$ cat src/nfs_consts.svh
`ifndef NFS_CONSTS_SVH
`define NFS_CONSTS_SVH

// ***************************************************************
// Register map (byte addresses on APB)
// ***************************************************************
`define NFS_REG_CMD 8'h00
`define NFS_REG_ADDR 8'h04
`define NFS_REG_WDATA 8'h08
`define NFS_REG_RDATA 8'h0c
`define NFS_REG_STATUS 8'h10
`define NFS_REG_CFG 8'h14

// Status register bit positions
`define NFS_ST_BUSY 0
`define NFS_ST_DONE 1
`define NFS_ST_FAIL 2
`define NFS_ST_WIN 3
`define NFS_ST_REFUSED 4
`define NFS_ST_GUARD 5

// ***************************************************************
// Timing
// ***************************************************************
`define NFS_CLK_NS 50
`define NFS_WP_NS 100
`define NFS_WP_CYC ((`NFS_WP_NS + `NFS_CLK_NS - 1) / `NFS_CLK_NS)
`define NFS_RD_NS 300
`define NFS_RD_CYC ((`NFS_RD_NS + `NFS_CLK_NS - 1) / `NFS_CLK_NS)
`define NFS_SE_WIN_NS 80000
`define NFS_SE_MARGIN_NS 10000
`define NFS_SE_GUARD_CYC ((`NFS_SE_WIN_NS - `NFS_SE_MARGIN_NS) / `NFS_CLK_NS)

// ***************************************************************
// Flash command words and unlock addresses
// ***************************************************************
`define NFS_D_UNLOCK1 16'h00aa
`define NFS_D_UNLOCK2 16'h0055
`define NFS_D_RESET 16'h00f0
`define NFS_D_IDENT 16'h0090
`define NFS_D_PROGRAM 16'h00a0
`define NFS_D_ERASE 16'h0080
`define NFS_D_CHIP 16'h0010
`define NFS_D_SECTOR 16'h0030
`define NFS_A_U1_WORD 20'h00555
`define NFS_A_U2_WORD 20'h002aa
`define NFS_A_U1_BYTE 20'h00aaa
`define NFS_A_U2_BYTE 20'h00555
`define NFS_A_ZERO 20'h00000

// Data bit positions in the flash status word
`define NFS_POLL_BIT 7
`define NFS_TLIM_BIT 5
`define NFS_WIN_BIT 3

`endif

$ cat src/nfs_pkg.sv
package nfs_pkg;

    // ***************************************************************
    // Operations that software can launch
    // ***************************************************************
    typedef enum logic [2:0] {
        NFS_OP_RESET = 3'h0,
        NFS_OP_READ = 3'h1,
        NFS_OP_IDENT = 3'h2,
        NFS_OP_PROGRAM = 3'h3,
        NFS_OP_CHIP = 3'h4,
        NFS_OP_SECTOR = 3'h5,
        NFS_OP_ADD = 3'h6,
        NFS_OP_POLL = 3'h7
    } nfs_op_t;

    // Bus sequencer states, Gray along the order IDLE, WSET, WPUL, WEND, RPUL, REND
    typedef enum logic [2:0] {
        NFS_S_IDLE = 3'b000,
        NFS_S_WSET = 3'b001,
        NFS_S_WPUL = 3'b011,
        NFS_S_WEND = 3'b010,
        NFS_S_RPUL = 3'b110,
        NFS_S_REND = 3'b111
    } nfs_state_t;

endpackage : nfs_pkg

$ cat src/nfs_host.sv
// Behaviour
// - F0 at any address, or any bad sequence, returns flash to reads.
// - Commands open with AA to 555 then 55 to 2AA (byte: AAA, 555).
// - Codes: 90 identify, A0 program, 80 erase; then 10 chip, 30 sector.
// - Identify mode lasts until the reset command is written.
// - Program is four writes: two unlocks, setup, address with data.
// - Chip erase is six writes: unlocks, 80, unlocks, 10.
// - Each further sector command adds a sector and restarts the timer.
// - Sector erase touches selected sectors; poll inside an erasing one.
// - Queue sector commands without long stalls between writes.
//
// Local design decisions: the register addresses and register access over APB.
`timescale 1ns/1ps
`include "nfs_consts.svh"

module nfs_host (
    input wire logic clk, // 20 MHz clock
    input wire logic reset, // Synchronous, active high
    input wire logic [7:0] paddr, // APB address
    input wire logic psel, // APB select
    input wire logic penable, // APB access phase
    input wire logic pwrite, // APB direction
    input wire logic [31:0] pwdata, // APB write data
    output logic [31:0] prdata, // APB read data
    output logic pready, // APB ready
    output logic pslverr, // APB error, unmapped address
    output logic [19:0] fl_addr, // Flash address
    output logic fl_ce_n, // Flash chip select
    output logic fl_we_n, // Flash write strobe
    output logic fl_oe_n, // Flash output strobe
    output logic [15:0] fl_dq_out, // Flash data driven by us
    output logic fl_dq_oe_n, // Low while we drive the data pins
    input wire logic [15:0] fl_dq_in // Flash data pins as seen
);
    import nfs_pkg::*;

    // ***************************************************************
    // Pin input synchroniser
    // ***************************************************************
    logic [15:0] dq_s1, dq_s2, dq_s3, dq_q;
    logic [15:0] next_dq_q;

    // Accept a new value only once two late stages agree
    always_comb begin
        next_dq_q = (dq_s2 == dq_s3) ? dq_s3 : dq_q;
    end

    always_ff @(posedge clk) begin
        if (reset) begin
            dq_s1 <= 16'h0000;
            dq_s2 <= 16'h0000;
            dq_s3 <= 16'h0000;
            dq_q <= 16'h0000;
        end else begin
            dq_s1 <= fl_dq_in;
            dq_s2 <= dq_s1;
            dq_s3 <= dq_s2;
            dq_q <= next_dq_q;
        end
    end

    // ***************************************************************
    // APB slave and software registers
    // ***************************************************************
    logic [19:0] addr_reg, next_addr_reg;
    logic [15:0] wdata_reg, next_wdata_reg;
    logic byte_mode, next_byte_mode;
    logic [2:0] cmd_reg, next_cmd_reg;
    logic [31:0] next_prdata;
    logic next_pready, next_pslverr;
    logic wr_fire, cmd_wr, start;
    logic [15:0] rdata;
    logic busy, done, fail, win_flag, refused, guard_open;

    // A write commits where the master sees pready high
    assign wr_fire = psel & penable & pready & pwrite;
    assign cmd_wr = wr_fire && (paddr == `NFS_REG_CMD);
    assign start = cmd_wr && !busy;

    always_comb begin
        next_addr_reg = addr_reg;
        next_wdata_reg = wdata_reg;
        next_byte_mode = byte_mode;
        next_cmd_reg = cmd_reg;
        next_pready = psel & penable & ~pready;
        next_prdata = 32'h0000_0000;
        next_pslverr = 1'b0;
        if (wr_fire) begin
            unique case (paddr)
                `NFS_REG_ADDR: next_addr_reg = pwdata[19:0];
                `NFS_REG_WDATA: next_wdata_reg = pwdata[15:0];
                `NFS_REG_CFG: next_byte_mode = pwdata[0];
                `NFS_REG_CMD: if (!busy) next_cmd_reg = pwdata[2:0];
                default: ;
            endcase
        end
        // Read data and error register in the same cycle as pready
        if (psel & penable & ~pready) begin
            unique case (paddr)
                `NFS_REG_CMD: next_prdata = {29'h0, cmd_reg};
                `NFS_REG_ADDR: next_prdata = {12'h000, addr_reg};
                `NFS_REG_WDATA: next_prdata = {16'h0000, wdata_reg};
                `NFS_REG_RDATA: next_prdata = {16'h0000, rdata};
                `NFS_REG_STATUS: next_prdata = {26'h0, guard_open,
                    refused, win_flag, fail, done, busy};
                `NFS_REG_CFG: next_prdata = {31'h0, byte_mode};
                default: next_pslverr = 1'b1;
            endcase
        end
    end

    always_ff @(posedge clk) begin
        if (reset) begin
            addr_reg <= 20'h00000;
            wdata_reg <= 16'hffff;
            byte_mode <= 1'b0;
            cmd_reg <= 3'h0;
            prdata <= 32'h0000_0000;
            pready <= 1'b0;
            pslverr <= 1'b0;
        end else begin
            addr_reg <= next_addr_reg;
            wdata_reg <= next_wdata_reg;
            byte_mode <= next_byte_mode;
            cmd_reg <= next_cmd_reg;
            prdata <= next_prdata;
            pready <= next_pready;
            pslverr <= next_pslverr;
        end
    end

    // ***************************************************************
    // Command script: address and data of each write step
    // ***************************************************************
    function automatic logic [35:0] step_word(input nfs_op_t op,
            input logic [2:0] k, input logic bm,
            input logic [19:0] a, input logic [15:0] d);
        logic [19:0] u1, u2;
        u1 = bm ? `NFS_A_U1_BYTE : `NFS_A_U1_WORD;
        u2 = bm ? `NFS_A_U2_BYTE : `NFS_A_U2_WORD;
        step_word = {u1, `NFS_D_UNLOCK1};
        if (op == NFS_OP_RESET) begin
            step_word = {`NFS_A_ZERO, `NFS_D_RESET};
        end else if (op == NFS_OP_ADD) begin
            step_word = {a, `NFS_D_SECTOR};
        end else begin
            unique case (k)
                3'd1, 3'd4: step_word = {u2, `NFS_D_UNLOCK2};
                3'd2: begin
                    unique case (op)
                        NFS_OP_IDENT: step_word = {u1, `NFS_D_IDENT};
                        NFS_OP_PROGRAM: step_word = {u1, `NFS_D_PROGRAM};
                        default: step_word = {u1, `NFS_D_ERASE};
                    endcase
                end
                3'd3: begin
                    if (op == NFS_OP_PROGRAM)
                        step_word = {a, d};
                    else
                        step_word = {u1, `NFS_D_UNLOCK1};
                end
                3'd5: begin
                    if (op == NFS_OP_CHIP)
                        step_word = {u1, `NFS_D_CHIP};
                    else
                        step_word = {a, `NFS_D_SECTOR};
                end
                default: step_word = {u1, `NFS_D_UNLOCK1};
            endcase
        end
    endfunction : step_word

    // Number of write cycles each operation issues
    function automatic logic [2:0] n_writes(input nfs_op_t op);
        unique case (op)
            NFS_OP_RESET, NFS_OP_ADD: n_writes = 3'd1;
            NFS_OP_READ, NFS_OP_POLL: n_writes = 3'd0;
            NFS_OP_IDENT: n_writes = 3'd3;
            NFS_OP_PROGRAM: n_writes = 3'd4;
            default: n_writes = 3'd6;
        endcase
    endfunction : n_writes

    // ***************************************************************
    // Flash bus sequencer
    // ***************************************************************
    nfs_state_t state, next_state;
    nfs_op_t op, next_op;
    logic [2:0] step, next_step;
    logic [3:0] cnt, next_cnt;
    logic [11:0] guard, next_guard;
    logic retry, next_retry;
    logic next_busy, next_done, next_fail, next_win_flag, next_refused;
    logic [15:0] next_rdata;
    logic [19:0] next_fl_addr;
    logic [15:0] next_fl_dq_out;
    logic next_ce_n, next_we_n, next_oe_n, next_dq_oe_n;
    logic [35:0] word;
    logic ok;

    assign guard_open = (guard != 12'h000);

    always_comb begin
        next_state = state;
        next_op = op;
        next_step = step;
        next_cnt = cnt;
        next_guard = guard_open ? guard - 12'h001 : guard;
        next_retry = retry;
        next_busy = busy;
        next_done = done;
        next_fail = fail;
        next_win_flag = win_flag;
        next_refused = refused;
        next_rdata = rdata;
        next_fl_addr = fl_addr;
        next_fl_dq_out = fl_dq_out;
        next_ce_n = fl_ce_n;
        next_we_n = fl_we_n;
        next_oe_n = fl_oe_n;
        next_dq_oe_n = fl_dq_oe_n;
        word = step_word(op, step + 3'd1, byte_mode, addr_reg, wdata_reg);
        ok = 1'b0;
        // A refused command is flagged; a launch clears done, fail and refused
        if (cmd_wr && busy)
            next_refused = 1'b1;
        unique case (state)
            NFS_S_IDLE: begin
                if (start) begin
                    next_op = nfs_op_t'(pwdata[2:0]);
                    next_step = 3'd0;
                    next_retry = 1'b0;
                    next_done = 1'b0;
                    next_fail = 1'b0;
                    next_refused = 1'b0;
                    if (nfs_op_t'(pwdata[2:0]) == NFS_OP_ADD &&
                            !guard_open) begin
                        // Too late to append: the flash may start erasing first
                        next_refused = 1'b1;
                    end else begin
                        // Anything but an append ends the window
                        if (nfs_op_t'(pwdata[2:0]) != NFS_OP_ADD)
                            next_guard = 12'h000;
                        next_busy = 1'b1;
                        word = step_word(nfs_op_t'(pwdata[2:0]), 3'd0,
                            byte_mode, addr_reg, wdata_reg);
                        if (n_writes(nfs_op_t'(pwdata[2:0])) == 3'd0) begin
                            next_fl_addr = addr_reg;
                            next_ce_n = 1'b0;
                            next_oe_n = 1'b0;
                            next_cnt = 4'(`NFS_RD_CYC);
                            next_state = NFS_S_RPUL;
                        end else begin
                            next_fl_addr = word[35:16];
                            next_fl_dq_out = word[15:0];
                            next_dq_oe_n = 1'b0;
                            next_state = NFS_S_WSET;
                        end
                    end
                end
            end
            NFS_S_WSET: begin
                // Address set early, stable at the fall
                next_ce_n = 1'b0;
                next_we_n = 1'b0;
                next_cnt = 4'(`NFS_WP_CYC);
                next_state = NFS_S_WPUL;
            end
            NFS_S_WPUL: begin
                next_cnt = cnt - 4'd1;
                if (cnt == 4'd1) begin
                    // Both strobes rise together; data still driven
                    next_ce_n = 1'b1;
                    next_we_n = 1'b1;
                    next_state = NFS_S_WEND;
                    if ((op == NFS_OP_SECTOR || op == NFS_OP_ADD) &&
                            step == n_writes(op) - 3'd1)
                        next_guard = 12'(`NFS_SE_GUARD_CYC);
                end
            end
            NFS_S_WEND: begin
                next_dq_oe_n = 1'b1;
                next_step = step + 3'd1;
                if (step + 3'd1 < n_writes(op)) begin
                    next_fl_addr = word[35:16];
                    next_fl_dq_out = word[15:0];
                    next_dq_oe_n = 1'b0;
                    next_state = NFS_S_WSET;
                end else if (op == NFS_OP_PROGRAM || op == NFS_OP_CHIP) begin
                    // Poll at the target; chip erase accepts any address
                    next_fl_addr = addr_reg;
                    next_ce_n = 1'b0;
                    next_oe_n = 1'b0;
                    next_cnt = 4'(`NFS_RD_CYC);
                    next_state = NFS_S_RPUL;
                end else begin
                    next_busy = 1'b0;
                    next_done = 1'b1;
                    next_state = NFS_S_IDLE;
                end
            end
            NFS_S_RPUL: begin
                next_cnt = cnt - 4'd1;
                if (cnt == 4'd1) begin
                    // Read time covers access plus synchroniser delay
                    next_rdata = dq_q;
                    next_win_flag = dq_q[`NFS_WIN_BIT];
                    next_ce_n = 1'b1;
                    next_oe_n = 1'b1;
                    next_state = NFS_S_REND;
                end
            end
            NFS_S_REND: begin
                // Program compares bit 7 with the value written
                if (op == NFS_OP_PROGRAM)
                    ok = (rdata[`NFS_POLL_BIT] ==
                        wdata_reg[`NFS_POLL_BIT]);
                else
                    ok = rdata[`NFS_POLL_BIT];
                if (op == NFS_OP_READ || ok) begin
                    next_busy = 1'b0;
                    next_done = 1'b1;
                    next_state = NFS_S_IDLE;
                end else if (retry) begin
                    // Time flag up and reread still fails
                    next_busy = 1'b0;
                    next_fail = 1'b1;
                    next_state = NFS_S_IDLE;
                end else begin
                    if (rdata[`NFS_TLIM_BIT])
                        next_retry = 1'b1;
                    next_ce_n = 1'b0;
                    next_oe_n = 1'b0;
                    next_cnt = 4'(`NFS_RD_CYC);
                    next_state = NFS_S_RPUL;
                end
            end
            default: begin
                next_state = NFS_S_IDLE;
                next_busy = 1'b0;
            end
        endcase
    end

    always_ff @(posedge clk) begin
        if (reset) begin
            state <= NFS_S_IDLE;
            op <= NFS_OP_RESET;
            step <= 3'd0;
            cnt <= 4'd0;
            guard <= 12'h000;
            retry <= 1'b0;
            busy <= 1'b0;
            done <= 1'b0;
            fail <= 1'b0;
            win_flag <= 1'b0;
            refused <= 1'b0;
            rdata <= 16'h0000;
            fl_addr <= 20'h00000;
            fl_dq_out <= 16'h0000;
            fl_ce_n <= 1'b1;
            fl_we_n <= 1'b1;
            fl_oe_n <= 1'b1;
            fl_dq_oe_n <= 1'b1;
        end else begin
            state <= next_state;
            op <= next_op;
            step <= next_step;
            cnt <= next_cnt;
            guard <= next_guard;
            retry <= next_retry;
            busy <= next_busy;
            done <= next_done;
            fail <= next_fail;
            win_flag <= next_win_flag;
            refused <= next_refused;
            rdata <= next_rdata;
            fl_addr <= next_fl_addr;
            fl_dq_out <= next_fl_dq_out;
            fl_ce_n <= next_ce_n;
            fl_we_n <= next_we_n;
            fl_oe_n <= next_oe_n;
            fl_dq_oe_n <= next_dq_oe_n;
        end
    end

endmodule : nfs_host

$ cat config.mk
export PLATFORM = sky130hd
export DESIGN_NAME = nfs_host
export DESIGN_NICKNAME = d
export VERILOG_FILES = /design/src/nfs_pkg.sv /design/src/nfs_host.sv
export VERILOG_INCLUDE_DIRS = /design/src
export SDC_FILE = /design/constraint.sdc
export NUM_CORES = 1
export LEC_CHECK = 0
export ABC_AREA = 0
export BUFFER_PORTS_ARGS = -buffer_cell sky130_fd_sc_hd__buf_2
export CORE_ASPECT_RATIO = 1.25
export CORE_MARGIN = 1
export CORE_UTILIZATION = 35
export DETAILED_ROUTE_END_ITERATION = 12
export SLEW_MARGIN = 20
export SYNTH_ARGS = -nofsm -noshare
export SYNTH_HDL_FRONTEND = slang
export SYNTH_SLANG_ARGS = --single-unit
$ cat constraint.sdc
create_clock -name clk -period 3.81 [get_ports clk]
set_input_delay 0.381 -clock clk [delete_from_list [all_inputs] [get_ports clk]]
set_output_delay 0.381 -clock clk [all_outputs]
set_load 0.03 [all_outputs]
* After elaboration in Yosys (flattened, before gate mapping)
Index checks and enable logic that the tools add are counted.
Cells by class: add/subtract/negate cells 4, order comparisons 1, eq/ne operators 49, mux-type cells 99, bitwise operators 8, reductions and logical operators 50
Operators by type and width (count):
- 36-bit two-way mux | 6
- 36-bit one-hot mux with 4 select lines | 1
- 20-bit one-hot mux with 6 select lines | 1
- 20-bit two-way mux | 5
- 12-bit two-way mux | 7
- 16-bit two-way mux | 4
- 3-bit two-way mux | 16
- 20-bit one-hot mux with 2 select lines | 1
- 1-bit two-way mux | 34
- 16-bit one-hot mux with 2 select lines | 1
- 3-bit equality test (second input constant) | 10
- 4-bit two-way mux | 7
- 2-bit inequality test (second input constant) | 14
- 3-bit by 2-bit equality test with 1-bit output (second input constant) | 8
- 12-bit one-hot mux with 2 select lines | 1
- 3-bit one-hot mux with 4 select lines | 2
- 4-bit one-hot mux with 5 select lines | 1
- 3-bit one-hot mux with 6 select lines | 1
- 9-bit AND reduction | 2
- 16-bit equality test | 1
- 8-bit by 4-bit equality test with 1-bit output (second input constant) | 2
- 8-bit by 5-bit equality test with 1-bit output (second input constant) | 2
- 4-bit AND reduction | 4
- 2-bit AND reduction | 7
- other kinds (38) | 73
Storage, ports and cells: flip-flop bits (word level) 225, input bits 61, output and inout port bits 74, logic and storage cells 240

* Depth between registers and ports, before layout
Gate-level depths: netlist (run 1).
word-level depth 12, mapped depth 13

* Least setup slack after synthesis (run 1)
OpenSTA, ideal clock, no wires.
path type flip-flop to flip-flop, from reg step[0], to reg cnt[2], library setup time 100 ps, arrival 2692 ps, data required time 3710 ps, slack 1019 ps, stages on the path, launching flop included 12, path buffers 1, cells stage by stage dfxtp_1 > ha_1 > xnor2_1 > inv_2 > ha_1 > nand3b_1 > and2_1 > clkbuf_1 > o311ai_1 > o21ai_1 > and2_4 > a2111oi_4
Between the ends: longest elaborated chain between the ends 4
RTL lines:
- start, declared | RTL line nfs_host.sv:189 | logic [2:0] step, next_step;
- start signal, assigned | RTL line nfs_host.sv:368 | step <= next_step;
- 3-bit by 1-bit adder with 3-bit output | RTL line nfs_host.sv:284 | if (step + 3'd1 < n_writes(op)) begin
- 3-bit less-than comparator | RTL line nfs_host.sv:284
- 2-bit inequality test (no line)
- 8-bit AND reduction (no line)
- end signal, assigned | RTL line nfs_host.sv:369 | cnt <= next_cnt;
- end, declared | RTL line nfs_host.sv:190 | logic [3:0] cnt, next_cnt;
No other way between the ends. A chain may end at the register's enable or synchronous reset.

* Worst setup path after layout (run 1)
Ends and elaborated chain as after synthesis.

==> results by group, run 1 <==
Yosys
  • Yosys cell types: 82
  • XOR/XNOR Fraction of Synth Area: 2.58%
  • Syn Inst Count: 1099
  • Post-synthesis compound-gate area fraction: 17.3%
  • Async set-reset flop share out of synthesis: 0%
  • Area share of the largest cell type after synthesis: 44.7%
  • Syn. warnings: 0
  • Post-synthesis mux area share: 4.07%
  • Area leader, netlist: dfxtp_1
  • Commonest cells in the netlist: dfxtp_1, nand2_1, nor2_1, a21oi_1, nor2b_1
  • Main flop type after synthesis: dfxtp_1
  • Synth Area per Inst: 8.64 sq um
  • Yosys reg bits: 212
  • Most common cell in the netlist: dfxtp_1
  • Largest cells by area after synthesis: dfxtp_1, nand2_1, a21oi_1, nor2b_1, nor2_1
  • Post-Synth Adder-Cell Area: 1.45%
  • Register area share after synthesis: 44.7%
  • Simple-Gate Fraction of Synth Area: 25.1%
  • EDFF count, synth: 0
  • Largest family of logic cells by synthesized area: simple AND/OR/NAND/NOR gates
  • Mapped cell area: 9500 sq um

Run
  • Max Cap Viol: 0

Cells and area
  • Layout cells sized above 1: 17.2%
  • Final net count: 1252
  • Area Overhead vs Synth: 16.0%
  • Final non-filler cell total: 1541
  • Fillers: 2692
  • Layout Utilization: 41.2%

Clocking
  • CTS max path bufs: 3
  • Post-cts gate resize count: 0
  • Root Buffer: clkbuf_16
  • CTS Buf Count: 23
  • Worst-Skew Late Latency: 0.53 ns
  • Post-CTS Setup Inserts: 0
  • CTS Hold Buffers Added: 0
  • CTS Sinks: 212
  • H-tree levels: 1
  • CTS tree: yes
  • Worst-path clk slew: 0.06 ns

Critical path
  • CP max FO: 14
  • Crit path required time: 4.24 ns
  • Crit start category: flip-flop
  • Crit-path cells: ha_1, xnor2_1, inv_2, ha_1, nand3b_1, and2_1, o311ai_1, o21ai_1, and2_4, a2111oi_4
  • RR Endpoint: cnt[2]
  • Top cell by count, worst path: ha_1
  • Critical path data arrival time: 3.80 ns
  • Reg2reg path depth: 10
  • FF-to-FF setup slack: 0.44 ns
  • Critical path class: reg -> reg
  • R2r startpoint: step[0]
  • CP Capture Type: flip-flop
  • Slowest cell delay on critical path: 0.50 ns
  • Critical path's slowest cell: ha_1

GRT
  • Global-route wire length before repair: 40.4 mm
  • Vias in the first global route: 7490
  • Largest net degree at the start of global routing: 100
  • Initial antenna violation count: 1
  • Residual overflow from global routing: 0
  • Total GRT Usage: 18.5%

Worst hold path
  • Hold EP: dq_s1[14]
  • Hold Startpoint: fl_dq_in[14]
  • Hold Path Depth: 2
  • Min-Delay Path Class: in -> reg

Die
  • Die Wd: 149 microns
  • Core Box Area: 26700 sq um
  • Die height: 186 microns
  • Row count: 67
  • Full die area: 27800 sq um
  • Initial Utilization: 35.5%
  • I/O pins: 135

Route
  • Initial DRC Count: 554
  • Residual DRC: 0
  • Vias/cell: 5.18
  • Routed WL: 26.0 mm
  • Via Count: 7989
  • Routed len/inst: 16.9 microns
  • DR pass1 iterations: 5
  • Detail Route Antenna Nets: 0

Placed design
  • Port bufs: 110
  • HPWL Detailed: 18.6 mm
  • Final Wtd Congestion: 0.893
  • DP Cell Count: 1500

Run status
  • Status: complete, no violations

Power and ir drop
  • Maximum VDD drop: 0.344 mV
  • Power density over cell area: 472 nW/um^2
  • Pleak: 4.24 nW

Timing
  • Setup repair after global routing missed its margin: no
  • Post-route setup TNS: 0 ns
  • Layout Skew: 0.00879 ns
  • Worst-Margin Slew: 1.03 ns
  • Crit path time final: 3.37 ns
  • Setup violations, final: 0
  • Fin crit share: 88.3%
  • Hold WS: 0.0585 ns
  • Highest clock rate: 0.297 GHz
  • Relative slew slack: 30.9%
  • Final hold violation count: 0
  • Final Max Slew Viols: 0
-- worst max-delay path, delay by kind of cell (launching register included) --
family / cells / cell delay, ns
flip-flops: 1 / 0.43
adder cells (fa/ha/maj): 2 / 0.83
AND/OR/NAND/NOR: 3 / 0.64
AO/OA/AOI/OAI: 3 / 0.92
XOR/XNOR: 1 / 0.29
buffers and inverters: 1 / 0.15
-- where the power goes --
part / total, W / switching (W) / leakage, nW / internal (W)
Sequential: 0.00236 / 0.0000686 / 1.72 / 0.00229
Combinational: 0.000545 / 0.000321 / 2.14 / 0.000223
Clock: 0.00229 / 0.000941 / 0.382 / 0.00135
-- layout by cell type (no fill, tap or decap), types with 24 or more instances in the layout --
| master | Yosys | routed |
|---|---|---|
| nor3_1 | 29 | 28 |
| mux2i_1 | 24 | 24 |
| nor2_1 | 96 | 96 |
| a21oi_1 | 93 | 93 |
| o21ai_0 | 34 | 34 |
| nand3_1 | 27 | 27 |
| nand2_1 | 159 | 159 |
| nor2b_1 | 64 | 64 |
| dfxtp_1 | 212 | 212 |
| buf_2 | 13 | 109 |
-- kinds of logic (layout without fill, tap and decap cells) --
| family | after synthesis | count (layout) |
|---|---|---|
| flops | 212 | 212 |
| mux | 37 | 37 |
| simple gates | 470 | 470 |
| xor+xnor | 28 | 28 |
| fa+ha+maj | 11 | 11 |
| buf+inv | 96 | 181 |
| other cells | 1 | 13 |
| compound gates | 244 | 244 |
-- worst max-delay path by stage --
stage             from      to
3_5_place_dp   step[0]  cnt[2]
3_3_place_gp   step[0]  cnt[2]
4_1_cts        step[0]  cnt[2]
5_1_grt        step[0]  cnt[2]
6_report       step[0]  cnt[2]
2_1_floorplan  step[0]  cnt[2]
-- per-stage QoR --
stage / cell area (sq um) / power, W / worst slack [ns]
finish: 11000 / 0.00520 / 0.445
detailed placement: 10200 / 0.00296 / 0.474
global route: 11000 / 0.00543 / 0.206
floorplan: 9540 / 0.00283 / 1.02
global placement: 10200 / 0.00295 / 0.616
CTS: 11000 / 0.00526 / 0.443
-- layout make-up --
| cell class | count | area [sq um] | area share (%) |
|---|---|---|---|
| sequential | 212 | 4240 | 38.5 |
| clock buffer | 31 | 656 | 5.95 |
| multi-input combinational | 802 | 4850 | 44.0 |
| tap | 345 | 432 | 3.92 |
| antenna | 1 | 2.50 | 0.0227 |
| timing repair buffer | 123 | 651 | 5.90 |
| inverter | 18 | 67.6 | 0.613 |
| clock inverter | 9 | 120 | 1.09 |
-- routing by layer --
metal | GRT usage [%] | up-vias | share of wire [%]
met4 | 7.67 | 0 | 3.6
li1 | - | 3969 | -
met2 | 31.3 | 230 | 47
met5 | 0 | - | 0
met1 | 23.3 | 3739 | 44
met3 | 2.88 | 51 | 5.5
No activity file was read; power rests on OpenSTA's default activity.
==> run 2: changes to the inputs <==
CORE_MARGIN = 2   (was 1)
SETUP_SLACK_MARGIN = 0.5   (was default)
==> results by group, run 2 (synthesized netlist as in run 1, its figures left out) <==
Run status
  • Status: complete, no violations

Cells and area
  • Final net count: 1254 (+0.16%)
  • Leading cell type in the layout, fill and taps excluded: dfxtp_1
  • Commonest non-fill, non-tap cells in the layout: dfxtp_1, nand2_1, buf_2, nor2_1, a21oi_1
  • Layout cells sized above 1: 17.8% (+0.61 points)
  • Area Overhead vs Synth: 16.4%
  • Final non-filler cell total: 1546 (+0.32%)

GRT
  • Vias in the first global route: 7654 (+2.2%)
  • Met1 Usage GRT: 23.8% (+0.44 points)
  • Met2 Usage GRT: 30.9% (-0.39 points)
  • GR Util met3: 2.76% (-0.12 points)
  • Total GRT Usage: 18.3% (-0.23 points)
  • Initial antenna violation count: 2 (+1)
  • GRT Max-Usage Layer: met2
  • Global-route wire length before repair: 41.4 mm (+2.7%)
  • Residual overflow from global routing: 0 (unchanged)
  • Largest net degree at the start of global routing: 88 (-12%)

Route
  • Residual DRC: 0 (unchanged)
  • DR pass1 iterations: 5 (unchanged)
  • Routed WL: 26.3 mm (+1.3%)
  • Via Count: 8088 (+1.2%)
  • Routed len/inst: 17.0 microns (+1.0%)
  • Vias/cell: 5.23 (+0.91%)
  • Initial DRC Count: 532 (-4.0%)
  • Detail Route Antenna Nets: 0 (unchanged)

Critical path
  • CP max FO: 14 (unchanged)
  • Crit-path cells: ha_4, xnor2_2, inv_2, ha_1, nand3b_1, and2_2, o311ai_1, o21ai_1, and2_4, a2111oi_4
  • Critical path data arrival time: 3.47 ns (-0.33 ns)
  • CP bufs+invs: 1 (unchanged)
  • Critical path depth: 10 (unchanged)
  • Critical path's slowest cell: dfxtp_1
  • Worst path top cell family by delay: compound AO/OA/AOI/OAI gates
  • Reg2reg path depth: 10 (unchanged)
  • Crit path required time: 4.23 ns (about the same)
  • Critical path class: reg -> reg
  • Slowest cell delay on critical path: 0.48 ns (-0.02 ns)
  • CP Capture Type: flip-flop
  • Crit start category: flip-flop

Power and ir drop
  • Pleak: 4.25 nW (+0.13%)
  • Reg power frac: 46.4% (+1.0 points)
  • Sw frac: 25.5% (-0.11 points)
  • Internal: 0.00380 W (-1.9%)
  • Logic pwr share: 10.8% (+0.3 points)
  • Power density over cell area: 461 nW/um^2 (-2.3%)
  • Net Sw Power: 0.00130 W (-2.4%)
  • Maximum VDD drop: 0.308 mV (-11%)
  • Clock power frac: 42.8% (-1.3 points)

Clocking
  • Worst-path clk slew: 0.06 ns (about the same)
  • Root Buffer: clkbuf_16
  • CTS Buf Count: 23 (unchanged)
  • H-tree levels: 1 (unchanged)
  • CTS max path bufs: 3 (unchanged)
  • Worst-Skew Late Latency: 0.53 ns (about the same)
  • Post-CTS Setup Inserts: 0 (unchanged)
  • CTS Hold Buffers Added: 0 (unchanged)
  • CTS tree: yes
  • CTS Sinks: 212 (unchanged)

Timing
  • Post-route setup TNS: 0 ns (unchanged)
  • Setup violations, final: 0 (unchanged)
  • Layout Skew: 0.0246 ns (+0.0158 ns)
  • Relative slew slack: 32.6% (+1.7 points)
  • Highest clock rate: 0.328 GHz (+10%)
  • Setup repair after global routing missed its margin: no
  • Worst-Margin Slew: 1.01 ns (-0.0222 ns)
  • Final Max Slew Viols: 0 (unchanged)
  • Crit path time final: 3.05 ns (-0.313 ns)
  • Fin crit share: 80.1% (-8.2 points)
  • Final hold violation count: 0 (unchanged)

Die
  • Core Box Area: 26700 sq um (unchanged)
  • Full die area: 28500 sq um (+2.4%)
  • Die height: 188 microns (+1.1%)
  • Die Wd: 151 microns (+1.3%)
  • Initial Utilization: 35.5% (unchanged)
  • I/O pins: 135 (unchanged)
  • Row count: 67 (unchanged)

Placed design
  • Port bufs: 110 (unchanged)
  • DP Cell Count: 1502 (+0.13%)
  • Final Wtd Congestion: 0.921 (+3.1%)
  • HPWL Detailed: 19.0 mm (+2.1%)

Worst hold path
  • Min-Delay Path Class: in -> reg
  • Hold Path Depth: 2 (unchanged)

Run
  • Max Cap Viol: 0 (unchanged)
run 2: power by group through the flow:
stage / combinational (W) / clock (W) / sequential, W
2_1_floorplan: 0.000437 / 0 / 0.00240
5_1_grt: 0.000622 / 0.00234 / 0.00237
3_5_place_dp: 0.000549 / 0 / 0.00241
4_1_cts: 0.000553 / 0.00224 / 0.00236
6_report: 0.000550 / 0.00218 / 0.00236
3_3_place_gp: 0.000539 / 0 / 0.00241
run 2: cell type report:
type                            instances  area, sq um
Fill cell                            2676        15700
Multi-Input combinational cell        802         4880
Sequential cell                       212         4240
Clock buffer                           35          701
Timing Repair Buffer                  125          669
Tap cell                              345          432
Inverter                               18         67.6
Clock inverter                          7         56.3
Antenna cell                            2         5.00
run 2: per-stage QoR:
step	area [sq um]	utilization (%)	setup WS [ns]	hold slack, ns	total power [W]
2_1_floorplan	9540	-	1.02	0.414	0.00283
3_3_place_gp	10300	38.4	0.461	0.419	0.00295
3_5_place_dp	10300	38.4	0.347	0.425	0.00296
4_1_cts	11000	41.2	0.547	0.0535	0.00516
5_1_grt	11100	41.3	0.545	0.0478	0.00533
6_report	11100	41.3	0.758	0.0671	0.00509
run 2: repair_timing:
action                                  in CTS  in global routing
pin swaps                                    0                  0
resized for setup                            3                  3
endpoints found under the setup margin      14                 23
run 2: worst paths after layout:
path | from | end | slack, ns
worst min register to register | dq_s1[4] | dq_s2[4] | 0.43
worst max-delay path | step[0] | cnt[2] | 0.76
worst min-delay path | fl_dq_in[5] | dq_s1[5] | 0.07
worst max register to register | step[0] | cnt[2] | 0.76
run 2: metal layers:
| metal | vias to the layer above | share of wire [%] |
|---|---|---|
| li1 | 3987 | - |
| met1 | 3793 | 44 |
| met2 | 262 | 47 |
| met3 | 46 | 5.4 |
| met4 | 0 | 2.9 |
| met5 | - | 0 |
run 2: worst register-to-register path, cell delays in order, from the launching register on:
cell and delay [ns]:
dfxtp_1 0.48, ha_4 0.28, xnor2_2 0.18, inv_2 0.14, ha_1 0.34, nand3b_1 0.17
and2_2 0.31, o311ai_1 0.35, o21ai_1 0.18, and2_4 0.20, a2111oi_4 0.33
==> run 3: changes to the inputs <==
ABC_AREA = 1   (was 0)
clock period = 3.2 ns   (was 3.81 ns; I/O delays follow)
==> results by group, run 3 <==
Run status
  • Status: complete, no violations

Critical path
  • Critical path's slowest cell: dfxtp_1
  • CP bufs+invs: 5 (+4)
  • CP Capture Type: flip-flop
  • Critical path data arrival time: 2.90 ns (-0.57 ns)
  • FF-to-FF setup slack: 0.72 ns (-0.03 ns)
  • Slowest cell delay on critical path: 0.38 ns (-0.10 ns)
  • Crit start category: flip-flop
  • Top cell by count, worst path: inv_1
  • Critical path class: reg -> reg
  • CP max FO: 23 (+9)
  • Crit-path cells: inv_1, nand2_1, inv_1, or2_2, inv_1, ha_1, nand2_1, nor2_1, nor2_2, nor2_1, inv_1, nand4_1, buf_6, a21oi_1, nor2_1
  • Crit path required time: 3.62 ns (-0.61 ns)
  • Worst path top cell family by delay: simple AND/OR/NAND/NOR gates

Cells and area
  • Leading cell type in the layout, fill and taps excluded: nand2_1
  • Final net count: 1644 (+31%)
  • Area Overhead vs Synth: 18.9%
  • Fillers: 2936 (+9.7%)
  • Layout cells sized above 1: 12.0% (-5.9 points)
  • Commonest non-fill, non-tap cells in the layout: nand2_1, dfxtp_1, inv_1, nor2_1, a21oi_1
  • Diodes inserted: 0 (-2)

Clocking
  • CTS Sinks: 212 (unchanged)
  • CTS Buf Count: 24 (+4.3%)
  • H-tree levels: 1 (unchanged)
  • Worst-Skew Late Latency: 0.53 ns (about the same)
  • CTS max path bufs: 3 (unchanged)
  • Worst-path clk slew: 0.06 ns (about the same)
  • CTS tree: yes
  • Root Buffer: clkbuf_16

Route
  • Routed len/inst: 13.9 microns (-18%)
  • Residual DRC: 0 (unchanged)
  • Vias/cell: 4.66 (-11%)
  • Detail Route Antenna Nets: 0 (unchanged)
  • Routed WL: 26.9 mm (+2.1%)
  • Initial DRC Count: 617 (+16%)
  • Via Count: 9031 (+12%)
  • DR pass1 iterations: 5 (unchanged)

Placed design
  • HPWL Detailed: 19.7 mm (+3.8%)
  • Final Wtd Congestion: 0.906 (-1.6%)
  • Port bufs: 110 (unchanged)
  • Pre-CTS WS: 0.483 ns (+0.136 ns)

Power and ir drop
  • Maximum VDD drop: 0.307 mV (-0.18%)
  • Power Total: 0.00621 W (+22%)
  • Power density over cell area: 534 nW/um^2 (+16%)
  • Pleak: 5.74 nW (+35%)

Yosys
  • Async set-reset flop share out of synthesis: 0% (unchanged)
  • EDFF count, synth: 0 (unchanged)
  • Most common cell in the netlist: nand2_1
  • Main flop type after synthesis: dfxtp_1
  • Yosys cell types: 33 (-60%)
  • Syn Inst Count: 1456 (+32%)
  • Syn. warnings: 0 (unchanged)
  • Area share of the largest cell type after synthesis: 43.4% (-1.2 points)
  • Mapped cell area: 9770 sq um (+2.9%)
  • Yosys reg bits: 212 (unchanged)
  • Synth Area per Inst: 6.71 sq um (-22%)
  • Largest cells by area after synthesis: dfxtp_1, nand2_1, inv_1, nor2_1, a21oi_1
  • Commonest cells in the netlist: nand2_1, dfxtp_1, inv_1, nor2_1, a21oi_1
  • Register area share after synthesis: 43.4% (-1.2 points)
  • Area leader, netlist: dfxtp_1

Die
  • I/O pins: 135 (unchanged)
  • Die height: 191 microns (+1.4%)
  • Die Wd: 153 microns (+1.4%)
  • Full die area: 29300 sq um (+2.8%)
  • Row count: 68 (+1.5%)
  • Core Box Area: 27600 sq um (+3.1%)
  • Initial Utilization: 35.4% (-0.078 points)

GRT
  • Largest net degree at the start of global routing: 83 (-5.7%)
  • Met1 Usage GRT: 22.7% (-1.0 points)
  • Met2 Usage GRT: 31.3% (+0.43 points)
  • Total GRT Usage: 18.1% (-0.21 points)
  • GRT Max-Usage Layer: met2
  • Global-route wire length before repair: 43.3 mm (+4.4%)
  • GR Util met3: 2.93% (+0.17 points)
  • Vias in the first global route: 8368 (+9.3%)
  • Residual overflow from global routing: 0 (unchanged)
  • Initial antenna violation count: 0 (-2)

Timing
  • Fin crit share: 77.4% (-2.8 points)
  • Setup repair after global routing missed its margin: yes
  • Setup violations, final: 0 (unchanged)
  • Relative slew slack: 44.0% (+11 points)
  • Post-route setup TNS: 0 ns (unchanged)
  • Final Max Slew Viols: 0 (unchanged)
  • Final WS setup: 0.724 ns (-0.0333 ns)
  • Worst-Margin Slew: 0.833 ns (-0.172 ns)
  • Highest clock rate: 0.404 GHz (+23%)
  • Layout Skew: 0.0149 ns (-0.00963 ns)
  • Final hold violation count: 0 (unchanged)
  • Crit path time final: 2.48 ns (-0.577 ns)

Run
  • Max Cap Viol: 0 (unchanged)

Worst hold path
  • Min-Delay Path Class: in -> reg
## run 3: changes by cell type after synthesis, sizes merged, moves of 19 or more
cell | before | now
inv | 17 | 206
nor2b | 64 | 0
nand2 | 159 | 383
nor2 | 96 | 204
o21ai | 38 | 70
nand3 | 27 | 108
nand3b | 21 | 0
mux2i | 24 | 0
a21oi | 94 | 113
## run 3: worst register-to-register path: cells and delay by family (launching register included)
family / cells / cell delay, ns
AOI/OAI and AO/OA: 1 / 0.17
adders and majority gates: 1 / 0.22
buffers and inverters: 5 / 0.61
DFF: 1 / 0.38
and+or+nand+nor: 8 / 1.01
## run 3: cell type report
type	instances	area [sq um]	area share (%)
Clock buffer	33	674	5.80
Clock inverter	7	121	1.04
Inverter	207	777	6.69
Multi-Input combinational cell	982	4490	38.7
Sequential cell	212	4250	36.5
Tap cell	350	438	3.77
Timing Repair Buffer	145	870	7.48
## run 3: timing repair
action,in CTS,in global routing
pin swaps,0,0
buffers inserted,0,0
endpoints found under the hold margin,16,0
hold buffers,16,0
gates cloned,0,0
gates resized for setup,1,6
setup endpoints to repair,1,40
## run 3: path summary, 6_finish.rpt
kind                                start             to  cells past startpoint
worst max-delay path                op[1]  fl_dq_out[14]                     15
worst min-delay path                reset         pready                      2
worst max register to register      op[1]  fl_dq_out[14]                     15
worst min register to register  dq_s1[14]      dq_s2[14]                      2
## run 3: through the flow
stage / cells / hold WS, ns / area [sq um] / util, %
final: 1936 / 0.0483 / 11600 / 42.2
after global routing: 1936 / 0.0361 / 11600 / 42.2
after CTS: 1936 / 0.0427 / 11600 / 42.1
after detailed placement: 1880 / 0.393 / 10600 / 38.6
after global placement: 1880 / 0.391 / 10600 / 38.6
after floorplan: 1467 / 0.388 / 9810 / -
## run 3: per-layer routing
layer | part of all wire [%] | vias up | wire (microns)
met5 | 0 | - | 0
met4 | 2.9 | 0 | 774
met3 | 6.1 | 46 | 1650
met2 | 48 | 245 | 12900
met1 | 43 | 3992 | 11600
li1 | - | 4748 | -
## run 3: power breakdown
group | internal (W) | switching (W)
Clock | 0.00170 | 0.00109
Sequential | 0.00272 | 0.0000595
Combinational | 0.000231 | 0.000399
## run 3: cell families (layout without fill, tap and decap cells)
family	count (synthesis)	after routing	synth area share, %
AOI/OAI and AO/OA	204	204	11.0
xor gates and xnor gates	24	24	2.15
adders and majority gates	11	11	1.41
buffers and inverters	273	392	11.2
DFF	212	212	43.4
other	1	12	0.0384
and+or+nand+nor	731	731	30.7
